### src/inc/cassc_pkg.sv
package cassc_pkg;

  // register bus
  localparam int          CASSC_AW             = 8;
  localparam int          CASSC_DW             = 32;
  localparam logic [7:0]  CASSC_OFF_MODE       = 8'h00;
  localparam logic [7:0]  CASSC_OFF_CFG        = 8'h04;
  localparam logic [7:0]  CASSC_OFF_ATTACK     = 8'h08;
  localparam logic [7:0]  CASSC_OFF_CMD        = 8'h0c;
  localparam logic [7:0]  CASSC_OFF_STATUS     = 8'h10;
  localparam logic [7:0]  CASSC_OFF_MODE_ACT   = 8'h14;
  localparam logic [7:0]  CASSC_OFF_CFG_ACT    = 8'h18;

  // command bits
  localparam int          CASSC_CMD_APPLY_BIT  = 0;
  localparam int          CASSC_CMD_DROP_BIT   = 1;

  // mode register: five 2-bit fields, A..D toward the subscriber, then hook
  localparam int          CASSC_MODE_W         = 10;
  localparam int          CASSC_MODE_HOOK_LSB  = 8;
  localparam logic [9:0]  CASSC_MODE_RST       = 10'h000;

  // cfg register fields
  localparam int          CASSC_CFG_RING_LSB   = 0;
  localparam int          CASSC_CFG_BFREQ_BIT  = 2;
  localparam int          CASSC_CFG_LEVEL_LSB  = 3;
  localparam int          CASSC_CFG_IMP_LSB    = 5;
  localparam int          CASSC_CFG_SRC_BIT    = 8;
  localparam logic [1:0]  CASSC_RING_RST       = 2'h1;
  localparam logic        CASSC_BFREQ_RST      = 1'b1;
  localparam logic [1:0]  CASSC_LEVEL_RST      = 2'h1;
  localparam logic [2:0]  CASSC_IMP_RST        = 3'h0;
  localparam logic        CASSC_SRC_RST        = 1'b0;
  localparam logic [3:0]  CASSC_ATTACK_RST     = 4'h1;

  // status fields
  localparam int          CASSC_STAT_HOOK_LSB  = 8;
  localparam int          CASSC_STAT_ERR_BIT   = 10;

  // per-bit signalling modes
  typedef enum logic [1:0] {
    CASSC_PASS_NORM = 2'b00,
    CASSC_PASS_INV  = 2'b01,
    CASSC_FORCE_ONE = 2'b10,
    CASSC_FORCE_ZERO = 2'b11
  } cassc_mode_e;

  // ringing frequency codes, code 3 is illegal
  localparam logic [1:0]  CASSC_RING_17HZ      = 2'h0;
  localparam logic [1:0]  CASSC_RING_25HZ      = 2'h1;
  localparam logic [1:0]  CASSC_RING_50HZ      = 2'h2;

  // billing tone level codes
  localparam logic [1:0]  CASSC_LEV_400MV      = 2'h0;
  localparam logic [1:0]  CASSC_LEV_300MV      = 2'h1;
  localparam logic [1:0]  CASSC_LEV_200MV      = 2'h2;
  localparam logic [1:0]  CASSC_LEV_100MV      = 2'h3;

  // impedance codes, code 7 is illegal
  localparam logic [2:0]  CASSC_IMP_600        = 3'h0;
  localparam logic [2:0]  CASSC_IMP_600_CAP    = 3'h1;
  localparam logic [2:0]  CASSC_IMP_900        = 3'h2;
  localparam logic [2:0]  CASSC_IMP_900_CAP    = 3'h3;
  localparam logic [2:0]  CASSC_IMP_AUS        = 3'h4;
  localparam logic [2:0]  CASSC_IMP_WIDE       = 3'h5;
  localparam logic [2:0]  CASSC_IMP_NZ         = 3'h6;

  // timing
  localparam int          CASSC_CLK_HZ         = 10_000_000;
  localparam int          CASSC_ATTACK_UNIT_US = 1000;
  localparam int          CASSC_RAMP_STEPS     = 256;
  localparam int          CASSC_RAMP_STEP_CYC  =
    (CASSC_ATTACK_UNIT_US * (CASSC_CLK_HZ / 1_000_000)) / CASSC_RAMP_STEPS;
  localparam logic [7:0]  CASSC_AMPL_FULL      = 8'hff;

  function automatic logic cassc_cond(input logic in_bit, input logic [1:0] mode);
    logic r;
    r = in_bit;
    case (mode)
      CASSC_PASS_NORM: r = in_bit;
      CASSC_PASS_INV:  r = ~in_bit;
      CASSC_FORCE_ONE: r = 1'b1;
      default:         r = 1'b0;
    endcase
    return r;
  endfunction : cassc_cond

  // level allowed by impedance; 600 and 900 families include the capacitor variants
  function automatic logic cassc_cfg_ok(input logic [1:0] ring, input logic [1:0] lev,
                                        input logic [2:0] imp);
    logic cplx;
    logic f600;
    logic f900;
    cplx = (imp == CASSC_IMP_AUS) || (imp == CASSC_IMP_WIDE) || (imp == CASSC_IMP_NZ);
    f600 = (imp == CASSC_IMP_600) || (imp == CASSC_IMP_600_CAP);
    f900 = (imp == CASSC_IMP_900) || (imp == CASSC_IMP_900_CAP);
    return (ring != 2'h3) && (imp != 3'h7) &&
           ((lev == CASSC_LEV_100MV) ||
            (lev == CASSC_LEV_200MV && (cplx || f600 || f900)) ||
            (lev == CASSC_LEV_300MV && (cplx || f600)) ||
            (lev == CASSC_LEV_400MV && cplx));
  endfunction : cassc_cfg_ok

endpackage : cassc_pkg

### src/core/cassc_top.sv
// Operation
// - pass normal copies CAS bit unchanged
// - pass inverted outputs the bit's complement
// - force one drives constant logic 1
// - force zero drives constant logic 0
// - separate mode per ABCD bit and hook
// - one mode set shared by both ports
// - exchange A bit 1 means fault
// - exchange B bit 0 means ringing
// - exchange C bit 0 means billing tone
// - exchange D bit 0 means polarity reversal
// - hook A bit 0 means off hook
// - trunk feed: A bit 0 rings, BCD unused
// - to trunk: 1 idle, 0 off hook
// - ringing 17/25/50 Hz, default 25 Hz
// - billing tone 12/16 kHz, default 16 kHz
// - billing tone ramps up over attack time
// - billing level limited by impedance choice
// - seven impedances, one code for both, 600 default
`timescale 1ns/10ps
module cassc_top
  import cassc_pkg::*;
(
  // clock and reset
  input  wire logic                  CLK,
  input  wire logic                  RST,
  // register port
  input  wire logic [CASSC_AW-1:0]   ADDR,
  input  wire logic [CASSC_DW-1:0]   WDATA,
  input  wire logic                  WR,
  input  wire logic                  RD,
  output logic      [CASSC_DW-1:0]   RDATA,
  // signalling in: link CAS with port p in bits 4p+3..4p (A at 4p), off hook one bit per port
  input  wire logic [7:0]            CAS_IN,
  input  wire logic [1:0]            OFF_HOOK_IN,
  // conditioned signalling
  output logic      [7:0]            CAS_TO_SUB,
  output logic      [1:0]            HOOK_A_OUT,
  // line functions per port
  output logic      [1:0]            FAULT,
  output logic      [1:0]            RING_ON,
  output logic      [1:0]            BILL_ON,
  output logic      [1:0]            REVERSE_ON,
  output logic      [15:0]           BILL_AMPL,
  // active card settings
  output logic      [1:0]            RING_FREQ_SEL,
  output logic                       BILL_FREQ_SEL,
  output logic      [1:0]            BILL_LEVEL_SEL,
  output logic      [2:0]            IMPEDANCE_SEL
);

  typedef struct packed {
    logic [9:0]  mode_stg;
    logic [9:0]  mode_act;
    logic [1:0]  ring_stg;
    logic [1:0]  ring_act;
    logic        bfreq_stg;
    logic        bfreq_act;
    logic [1:0]  lev_stg;
    logic [1:0]  lev_act;
    logic [2:0]  imp_stg;
    logic [2:0]  imp_act;
    logic        src_stg;
    logic        src_act;
    logic [3:0]  atk_stg;
    logic [3:0]  atk_act;
    logic        cfg_err;
    logic [31:0] rdata;
    logic [7:0]  cas_out;
    logic [1:0]  hook_out;
    logic [1:0]  fault;
    logic [1:0]  ring;
    logic [1:0]  bill;
    logic [1:0]  rev;
    logic [5:0]  tick_cnt;
    logic [7:0]  sub_cnt;
    logic [15:0] ampl;
  } cassc_state_s;

  localparam logic [5:0] STEP_LAST = 6'(CASSC_RAMP_STEP_CYC - 1);

  cassc_state_s st_reg;
  cassc_state_s st_next;
  logic         tick;
  logic         hit;
  logic [31:0]  cfg_stg_word;
  logic [31:0]  cfg_act_word;

  assign tick = (st_reg.tick_cnt == STEP_LAST);
  assign hit  = WR && (ADDR == CASSC_OFF_CMD);
  assign cfg_stg_word = {23'h000000, st_reg.src_stg, st_reg.imp_stg, st_reg.lev_stg,
                         st_reg.bfreq_stg, st_reg.ring_stg};
  assign cfg_act_word = {23'h000000, st_reg.src_act, st_reg.imp_act, st_reg.lev_act,
                         st_reg.bfreq_act, st_reg.ring_act};

  always_comb begin
    logic       b_now;
    logic [1:0] m;
    st_next = st_reg;
    b_now   = 1'b0;
    m       = 2'h0;

    // staged edits
    if (WR) begin
      unique case (ADDR)
        CASSC_OFF_MODE: st_next.mode_stg = WDATA[CASSC_MODE_W-1:0];
        CASSC_OFF_CFG: begin
          st_next.ring_stg  = WDATA[CASSC_CFG_RING_LSB +: 2];
          st_next.bfreq_stg = WDATA[CASSC_CFG_BFREQ_BIT];
          st_next.lev_stg   = WDATA[CASSC_CFG_LEVEL_LSB +: 2];
          st_next.imp_stg   = WDATA[CASSC_CFG_IMP_LSB +: 3];
          st_next.src_stg   = WDATA[CASSC_CFG_SRC_BIT];
        end
        CASSC_OFF_ATTACK: st_next.atk_stg = WDATA[3:0];
        default: ;
      endcase
    end

    // apply commits checked edits, drop restores the active set
    if (hit && WDATA[CASSC_CMD_APPLY_BIT]) begin
      if (cassc_cfg_ok(st_reg.ring_stg, st_reg.lev_stg, st_reg.imp_stg)) begin
        st_next.mode_act  = st_reg.mode_stg;
        st_next.ring_act  = st_reg.ring_stg;
        st_next.bfreq_act = st_reg.bfreq_stg;
        st_next.lev_act   = st_reg.lev_stg;
        st_next.imp_act   = st_reg.imp_stg;
        st_next.src_act   = st_reg.src_stg;
        st_next.atk_act   = st_reg.atk_stg;
        st_next.cfg_err   = 1'b0;
      end else begin
        st_next.cfg_err = 1'b1;
      end
    end else if (hit && WDATA[CASSC_CMD_DROP_BIT]) begin
      st_next.mode_stg  = st_reg.mode_act;
      st_next.ring_stg  = st_reg.ring_act;
      st_next.bfreq_stg = st_reg.bfreq_act;
      st_next.lev_stg   = st_reg.lev_act;
      st_next.imp_stg   = st_reg.imp_act;
      st_next.src_stg   = st_reg.src_act;
      st_next.atk_stg   = st_reg.atk_act;
    end

    // read data for the cycle after the strobe
    st_next.rdata = 32'h00000000;
    if (RD) begin
      unique case (ADDR)
        CASSC_OFF_MODE:     st_next.rdata = {22'h000000, st_reg.mode_stg};
        CASSC_OFF_CFG:      st_next.rdata = cfg_stg_word;
        CASSC_OFF_ATTACK:   st_next.rdata = {28'h0000000, st_reg.atk_stg};
        CASSC_OFF_STATUS:   st_next.rdata = {21'h000000, st_reg.cfg_err, st_reg.hook_out, st_reg.cas_out};
        CASSC_OFF_MODE_ACT: st_next.rdata = {22'h000000, st_reg.mode_act};
        CASSC_OFF_CFG_ACT:  st_next.rdata = {cfg_act_word[31:12], st_reg.atk_act, cfg_act_word[7:0]}
                                            | {23'h000000, st_reg.src_act, 8'h00};
        default:            st_next.rdata = 32'h00000000;
      endcase
    end

    // ramp prescaler shared by both ports
    st_next.tick_cnt = tick ? 6'h00 : st_reg.tick_cnt + 6'h01;

    // signalling: one mode set serves both ports
    for (int p = 0; p < 2; p++) begin
      for (int b = 0; b < 4; b++) begin
        m = st_reg.mode_act[2*b +: 2];
        st_next.cas_out[4*p+b] = cassc_cond(CAS_IN[4*p+b], m);
      end
      m = st_reg.mode_act[CASSC_MODE_HOOK_LSB +: 2];
      st_next.hook_out[p] = cassc_cond(~OFF_HOOK_IN[p], m);
      if (st_reg.src_act) begin
        st_next.fault[p] = 1'b0;
        st_next.ring[p]  = ~st_next.cas_out[4*p];
        st_next.bill[p]  = 1'b0;
        st_next.rev[p]   = 1'b0;
      end else begin
        st_next.fault[p] = st_next.cas_out[4*p];
        st_next.ring[p]  = ~st_next.cas_out[4*p+1];
        st_next.bill[p]  = ~st_next.cas_out[4*p+2];
        st_next.rev[p]   = ~st_next.cas_out[4*p+3];
      end

      // billing tone attack: one amplitude step every atk_act prescaler ticks
      b_now = st_reg.bill[p];
      if (!b_now) begin
        st_next.ampl[8*p +: 8]    = 8'h00;
        st_next.sub_cnt[4*p +: 4] = 4'h0;
      end else if (st_reg.atk_act == 4'h0) begin
        st_next.ampl[8*p +: 8] = CASSC_AMPL_FULL;
      end else if (tick && st_reg.ampl[8*p +: 8] != CASSC_AMPL_FULL) begin
        if (st_reg.sub_cnt[4*p +: 4] >= st_reg.atk_act - 4'h1) begin
          st_next.sub_cnt[4*p +: 4] = 4'h0;
          st_next.ampl[8*p +: 8]    = st_reg.ampl[8*p +: 8] + 8'h01;
        end else begin
          st_next.sub_cnt[4*p +: 4] = st_reg.sub_cnt[4*p +: 4] + 4'h1;
        end
      end
    end
  end

  always_ff @(posedge CLK) begin
    if (RST) begin
      st_reg           <= '0;
      st_reg.mode_stg  <= CASSC_MODE_RST;
      st_reg.mode_act  <= CASSC_MODE_RST;
      st_reg.ring_stg  <= CASSC_RING_RST;
      st_reg.ring_act  <= CASSC_RING_RST;
      st_reg.bfreq_stg <= CASSC_BFREQ_RST;
      st_reg.bfreq_act <= CASSC_BFREQ_RST;
      st_reg.lev_stg   <= CASSC_LEVEL_RST;
      st_reg.lev_act   <= CASSC_LEVEL_RST;
      st_reg.imp_stg   <= CASSC_IMP_RST;
      st_reg.imp_act   <= CASSC_IMP_RST;
      st_reg.src_stg   <= CASSC_SRC_RST;
      st_reg.src_act   <= CASSC_SRC_RST;
      st_reg.atk_stg   <= CASSC_ATTACK_RST;
      st_reg.atk_act   <= CASSC_ATTACK_RST;
      st_reg.cas_out   <= 8'hff;
      st_reg.hook_out  <= 2'h3;
    end else begin
      st_reg <= st_next;
    end
  end

  assign RDATA          = st_reg.rdata;
  assign CAS_TO_SUB     = st_reg.cas_out;
  assign HOOK_A_OUT     = st_reg.hook_out;
  assign FAULT          = st_reg.fault;
  assign RING_ON        = st_reg.ring;
  assign BILL_ON        = st_reg.bill;
  assign REVERSE_ON     = st_reg.rev;
  assign BILL_AMPL      = st_reg.ampl;
  assign RING_FREQ_SEL  = st_reg.ring_act;
  assign BILL_FREQ_SEL  = st_reg.bfreq_act;
  assign BILL_LEVEL_SEL = st_reg.lev_act;
  assign IMPEDANCE_SEL  = st_reg.imp_act;
endmodule : cassc_top

### config.mk
export PLATFORM = sky130hd
export DESIGN_NAME = cassc_top
export DESIGN_NICKNAME = d
export VERILOG_FILES = /design/src/inc/cassc_pkg.sv /design/src/core/cassc_top.sv
export SDC_FILE = /design/constraint.sdc
export NUM_CORES = 1
export LEC_CHECK = 0
export ABC_AREA = 0
export BUFFER_PORTS_ARGS = -buffer_cell sky130_fd_sc_hd__buf_4
export CAP_MARGIN = 20
export CORE_UTILIZATION = 38
export CTS_CLUSTER_SIZE = 28
export DETAILED_ROUTE_END_ITERATION = 6
export PLACE_DENSITY_LB_ADDON = 0.05
export SYNTH_ARGS = -nofsm -noshare
export SYNTH_HDL_FRONTEND = slang
export SYNTH_SLANG_ARGS = --single-unit
export TNS_END_PERCENT = 100
### constraint.sdc
create_clock -name CLK -period 4.1 [get_ports CLK]
set_input_delay 0.41 -clock CLK [delete_from_list [all_inputs] [get_ports CLK]]
set_output_delay 0.41 -clock CLK [all_outputs]
set_load 0.01 [all_outputs]
==> results of run 1 <==
[cell type report]
| class | instances | area (um^2) | area share |
|---|---|---|---|
| Clock inverter | 7 | 98.8 | 0.0157 |
| Multi-Input combinational cell | 449 | 2910 | 0.462 |
| Inverter | 9 | 33.8 | 0.00536 |
| Sequential cell | 107 | 2140 | 0.340 |
| Clock buffer | 9 | 225 | 0.0358 |
| Timing Repair Buffer | 88 | 661 | 0.105 |
| Tap cell | 184 | 230 | 0.0366 |
[worst min-delay path: cells and delay by family]
family / cells / cell delay, ns
compound gates: 1 / 0.12
simple gates: 1 / 0.09
buf+inv: 1 / 0.08
[power by group through the flow]
stage | Sequential, mW | Clock, mW | Combinational (mW)
2_1_floorplan | 1.08 | 0 | 0.0962
3_3_place_gp | 1.08 | 0 | 0.126
3_5_place_dp | 1.08 | 0 | 0.126
4_1_cts | 1.06 | 0.978 | 0.127
5_1_grt | 1.06 | 1.02 | 0.138
6_report | 1.06 | 0.955 | 0.126
[per-layer routing]
layer  share of wire  GRT usage  vias to the layer above
li1                -          -                     2263
met1            0.51      0.276                     2192
met2            0.43      0.275                      140
met3           0.049     0.0361                       12
met4           0.013     0.0645                        0
met5               0          0                        -
[kinds of logic after synthesis]
group,after synthesis,synth area share
AO/OA/AOI/OAI,129,0.154
buffers and inverters,111,0.125
adder cells (fa/ha/maj),15,0.0330
XOR/XNOR,13,0.0200
multiplexers,43,0.0807
other,1,0.000659
AND/OR/NAND/NOR,229,0.210
flip-flops,107,0.376
[placed cells by master (no fill, tap or decap), types with 3 or more instances in the layout]
master and count:
or3_1 14, mux2_2 11, ha_1 15, nand2_1 62
o31ai_1 8, nand3_1 19, inv_1 9, clkbuf_16 9
o22ai_1 9, nor3_1 14, buf_4 88, conb_1 20
o41ai_1 3, or2_2 5, or4_1 7, a211oi_1 23
nor3b_1 3, nor2_1 50, nor2b_1 7, xor2_1 3
and2_1 4, a31oi_1 15, mux2i_1 29, nor4_1 3
xnor2_1 10, a21o_1 4, a22oi_1 9, o21ai_0 9
a22o_1 4, nand2b_1 15, and3_1 4, a21oi_1 34
nand4_1 6, dfxtp_1 107
[worst max path at each step]
stage              endpoint  slack, ns  depth (start not counted)
2_1_floorplan  BILL_AMPL[3]       1.80                         10
3_3_place_gp   BILL_AMPL[3]       1.53                          9
3_5_place_dp   BILL_AMPL[3]       1.50                          9
4_1_cts        BILL_AMPL[3]       1.50                          9
5_1_grt        BILL_AMPL[3]       1.36                          9
6_report       BILL_AMPL[3]       1.52                          9
==> impl_metrics.env, run 1 <==
export IMPL_dp_hpwl_um=10500
export IMPL_p_sw_uw=494
export IMPL_fin_cells=853
export IMPL_fin_ws_ns=1.52
export IMPL_timing_final_crit_share=0.629
export IMPL_max_vdd_ir_drop_mv=0.229
export IMPL_dr_pass1_iters=5
export IMPL_regToRegEndpoint="BILL_AMPL[3]"
export IMPL_swShare=0.231
export IMPL_antenna_found_initial=0
export IMPL_synthesis_area_um2=5690
export IMPL_cp_start_kind="flop"
export IMPL_cp_common_cell="ha_1"
export IMPL_cp_cell_sequence="inv_1 > ha_1 > xnor2_1 > ha_1 > o21a_1 > nor2_1 > or3_1 > or4_1 > a31oi_1"
export IMPL_cts_tree="done"
export IMPL_n_antenna_cell=0
export IMPL_synth_async_reset_ratio=0
export IMPL_h_tree_depth=3
export IMPL_avgSynthCellArea_um2=8.78
export IMPL_grt_pass1_vias=4182
export IMPL_synthMostInstantiatedCell="dfxtp_1"
export IMPL_worstPathRequired_ns=4.38
export IMPL_drv_cap=0
export IMPL_start_util=0.390
export IMPL_io_buffers=85
export IMPL_min_period_ns=2.58
export IMPL_max_stage_delay_ns=0.45
export IMPL_holdPathStages=3
export IMPL_wl_per_cell_um=16.9
export IMPL_synth_area_leaders="dfxtp_1, buf_4, mux2i_1"
export IMPL_timing_hold_violations_final=0
export IMPL_synth_cells=648
export IMPL_drive_gt1_frac=0.200
export IMPL_synth_flop_cell="dfxtp_1"
export IMPL_numCtsBuffers=9
export IMPL_setup_viol=0
export IMPL_ys_warnings_count=0
export IMPL_drc_errors=0
export IMPL_post_cts_buffers=0
export IMPL_intPower_mw=1.65
export IMPL_grt_pass1_wl_um=23100
export IMPL_clock_skew_ns=0.00811
export IMPL_critPathBufInv=1
export IMPL_fin_tns_setup_ns=0
export IMPL_place_area_um2=5970
export IMPL_grt_usage=0.189
export IMPL_yosysTopAreaCell="dfxtp_1"
export IMPL_grt_ovfl_total=0
export IMPL_seqPwrFrac=0.495
export IMPL_fin_util=0.432
export IMPL_rows=44
export IMPL_clkPwrFrac=0.446
export IMPL_ctsHoldBuffers=0
export IMPL_die_y_um=124
export IMPL_synth_edf_count=0
export IMPL_gp_congestion=0.810
export IMPL_yosysSeqAreaShare=0.376
export IMPL_ys_types=63
export IMPL_clock_sinks=107
export IMPL_vias=4607
export IMPL_synth_top_area_share=0.376
export IMPL_coreArea_um2=14600
export IMPL_fillCellCount=1449
export IMPL_synth_seq_cells=107
export IMPL_clock_latency_ns=0.36
export IMPL_largest_register_ffs=43
export IMPL_whs_ns=0.367
export IMPL_crit_type="reg2reg"
export IMPL_critPathTopFamily="simple AND/OR/NAND/NOR gates"
export IMPL_place_inst=837
export IMPL_final_max_slew_viol_count=0
export IMPL_crit_arrival_ns=2.86
export IMPL_worstPathMaxFanout=9
export IMPL_p_per_area_nw_per_um2=340
export IMPL_worst_slew_pin_slew_ns=0.837
export IMPL_ios=128
export IMPL_end_kind="flop"
export IMPL_design_area_um2=6300
export IMPL_combinationalPowerShare=0.059
export IMPL_rr_startpoint="st_reg[81]"
export IMPL_post_cts_resize_count=0
export IMPL_syn2layout_area_growth_pct=10.7
export IMPL_run_status="finished clean"
export IMPL_total_power_mw=2.14
export IMPL_drt_first_iter_violations=278
export IMPL_startpoint="st_reg[81]"
export IMPL_rrSetupSlack_ns=1.52
export IMPL_fmax_mhz=388
export IMPL_critPathSlowestCell="or3_1"
export IMPL_grt_start_max_net_pins=68
export IMPL_cts_root_buf="clkbuf_16"
export IMPL_rsz0062_at_grt="no"
export IMPL_fin_nets=733
export IMPL_slew_headroom=0.442
export IMPL_r2r_worst_path_cells=9
export IMPL_die_x_um=124
export IMPL_via_per_inst=5.40
export IMPL_worstHoldEndpoint="CAS_TO_SUB[7]"
export IMPL_antenna_left=0
export IMPL_routed_wirelength_um=14400
export IMPL_ys_top_cells_by_count="dfxtp_1, buf_4, nand2_1"
export IMPL_clock_path_buffers=2
export IMPL_dp_slack_ns=1.50
export IMPL_leakagePower_nw=2.56
export IMPL_hold_class="in2reg"
export IMPL_hold_start="CAS_IN[7]"
export IMPL_die_area_um2=15500
export IMPL_cts_clk_slew_worst_paths_ns=0.08
Note: power is estimated with default switching activity, not from simulation.
==> inputs of run 2 (changes only) <==
Clock period 4.1 ns to 2.2 ns, I/O delays scaled along.
==> impl_metrics.env, run 2 (synthesis results as in run 1) <==
export IMPL_fin_ws_ns=-0.0305
export IMPL_fin_util=0.462
export IMPL_clkPwrFrac=0.454
export IMPL_timing_hold_violations_final=0
export IMPL_worstPathMaxFanout=8
export IMPL_fin_tns_setup_ns=-0.129
export IMPL_fin_nets=767
export IMPL_antenna_found_initial=0
export IMPL_end_kind="flop"
export IMPL_run_status="finished with violations"
export IMPL_wl_per_cell_um=17.5
export IMPL_startpoint="st_reg[81]"
export IMPL_violations="negative setup slack"
export IMPL_cts_root_buf="clkbuf_16"
export IMPL_die_area_um2=15500
export IMPL_final_max_slew_viol_count=0
export IMPL_place_inst=868
export IMPL_die_x_um=124
export IMPL_antenna_left=0
export IMPL_grt_usage=0.198
export IMPL_clock_latency_ns=0.36
export IMPL_dp_hpwl_um=11100
export IMPL_swShare=0.238
export IMPL_n_antenna_cell=0
export IMPL_p_per_area_nw_per_um2=602
export IMPL_regToRegEndpoint="BILL_AMPL[3]"
export IMPL_clock_path_buffers=2
export IMPL_rows=44
export IMPL_largest_register_ffs=43
export IMPL_drc_errors=0
export IMPL_hold_class="in2reg"
export IMPL_start_util=0.390
export IMPL_h_tree_depth=3
export IMPL_grt_start_max_net_pins=65
export IMPL_syn2layout_area_growth_pct=18.5
export IMPL_cts_clk_slew_worst_paths_ns=0.08
export IMPL_routed_wirelength_um=15500
export IMPL_clock_sinks=107
export IMPL_crit_type="reg2reg"
export IMPL_combinationalPowerShare=0.060
export IMPL_leakagePower_nw=2.76
export IMPL_p_sw_uw=968
export IMPL_crit_arrival_ns=2.51
export IMPL_grt_ovfl_total=0
export IMPL_vias=4771
export IMPL_seqPwrFrac=0.486
export IMPL_cp_start_kind="flop"
export IMPL_drv_cap=0
export IMPL_intPower_mw=3.09
export IMPL_clock_skew_ns=0.00995
export IMPL_setup_viol=6
export IMPL_layout_common_cells="buf_4, dfxtp_1, nand2_1"
export IMPL_drive_gt1_frac=0.272
export IMPL_grt_pass1_vias=4369
export IMPL_min_period_ns=2.23
export IMPL_endpoint="BILL_AMPL[3]"
export IMPL_worstPathRequired_ns=2.48
export IMPL_max_vdd_ir_drop_mv=0.332
export IMPL_numCtsBuffers=9
export IMPL_r2r_worst_path_cells=9
export IMPL_ios=128
export IMPL_grt_pass1_wl_um=24200
export IMPL_fmax_mhz=448
export IMPL_gp_congestion=0.813
export IMPL_fillCellCount=1417
export IMPL_timing_final_crit_share=1.01
export IMPL_die_y_um=124
export IMPL_drt_first_iter_violations=372
export IMPL_cts_tree="done"
export IMPL_fin_cells=887
export IMPL_slew_headroom=0.532
export IMPL_io_buffers=85
export IMPL_dr_pass1_iters=5
export IMPL_rr_startpoint="st_reg[81]"
export IMPL_final_common_cell="buf_4"
export IMPL_worst_slew_pin_slew_ns=0.701
export IMPL_rrSetupSlack_ns=-0.03
export IMPL_coreArea_um2=14600
export IMPL_rsz0062_at_grt="yes"
export IMPL_via_per_inst=5.38
==> run 2: stage by stage <==
step           instance area [um^2]  power (mW)  setup WS (ns)  hold WS [ns]
6_report                       6740        4.06        -0.0305         0.175
5_1_grt                        6740        4.18         -0.151         0.196
4_1_cts                        6640        4.10        -0.0615         0.171
3_5_place_dp                   6210        2.27         -0.142         0.447
3_3_place_gp                   6210        2.26         -0.107         0.443
2_1_floorplan                  5770        2.19        -0.0167         0.422
==> run 2: power by group through the flow <==
| stage | Combinational (mW) | Sequential (mW) | Clock, mW |
|---|---|---|---|
| floorplan | 0.179 | 2.01 | 0 |
| global placement | 0.241 | 2.02 | 0 |
| detailed placement | 0.244 | 2.02 | 0 |
| CTS | 0.244 | 1.97 | 1.88 |
| global route | 0.266 | 1.98 | 1.94 |
| finish | 0.245 | 1.97 | 1.84 |
==> run 2: cell type report <==
class                   instances  area (um^2)  area share
clock inverters                 7          108      0.0160
inverters                       9         36.3     0.00538
multi-input cells             450         3080       0.456
clock buffers                   9          225      0.0334
flip-flops and latches        107         2150       0.319
repair buffers                121          916       0.136
well taps                     184          230      0.0341
==> run 2: critical path, cell delays in order (launching register included) <==
cell and delay (ns):
dfxtp_4 0.38, inv_4 0.04, ha_4 0.17, xnor2_4 0.14, ha_2 0.32, o21a_1 0.11
nor2_2 0.04, or3_4 0.38, or4_1 0.41, a31oi_1 0.16
==> run 2: worst min path at each step <==
stage                    start       endpoint  cells after the start
floorplan              ADDR[4]       RDATA[4]                      3
global placement    st_reg[24]     st_reg[24]                      1
detailed placement  st_reg[24]     st_reg[24]                      1
CTS                  CAS_IN[7]  CAS_TO_SUB[7]                      3
global route         CAS_IN[7]  CAS_TO_SUB[7]                      3
finish               CAS_IN[7]  CAS_TO_SUB[7]                      3
==> run 2: metal layers <==
metal  up-vias  global-route usage  wire (um)
li1       2336                   -          -
met1      2264               0.290       7780
met2       152               0.285       6700
met3        19              0.0399        791
met4         0              0.0659        225
met5         -                   0          0
==> run 2: repair_timing <==
| item | CTS | global route |
|---|---|---|
| setup buffers | 3 | 1 |
| hold buffers | 0 | 0 |
| gates resized for setup | 13 | 19 |
| pin swaps | 11 | 13 |
| cloned | 1 | 0 |
| setup endpoints to repair | 12 | 19 |
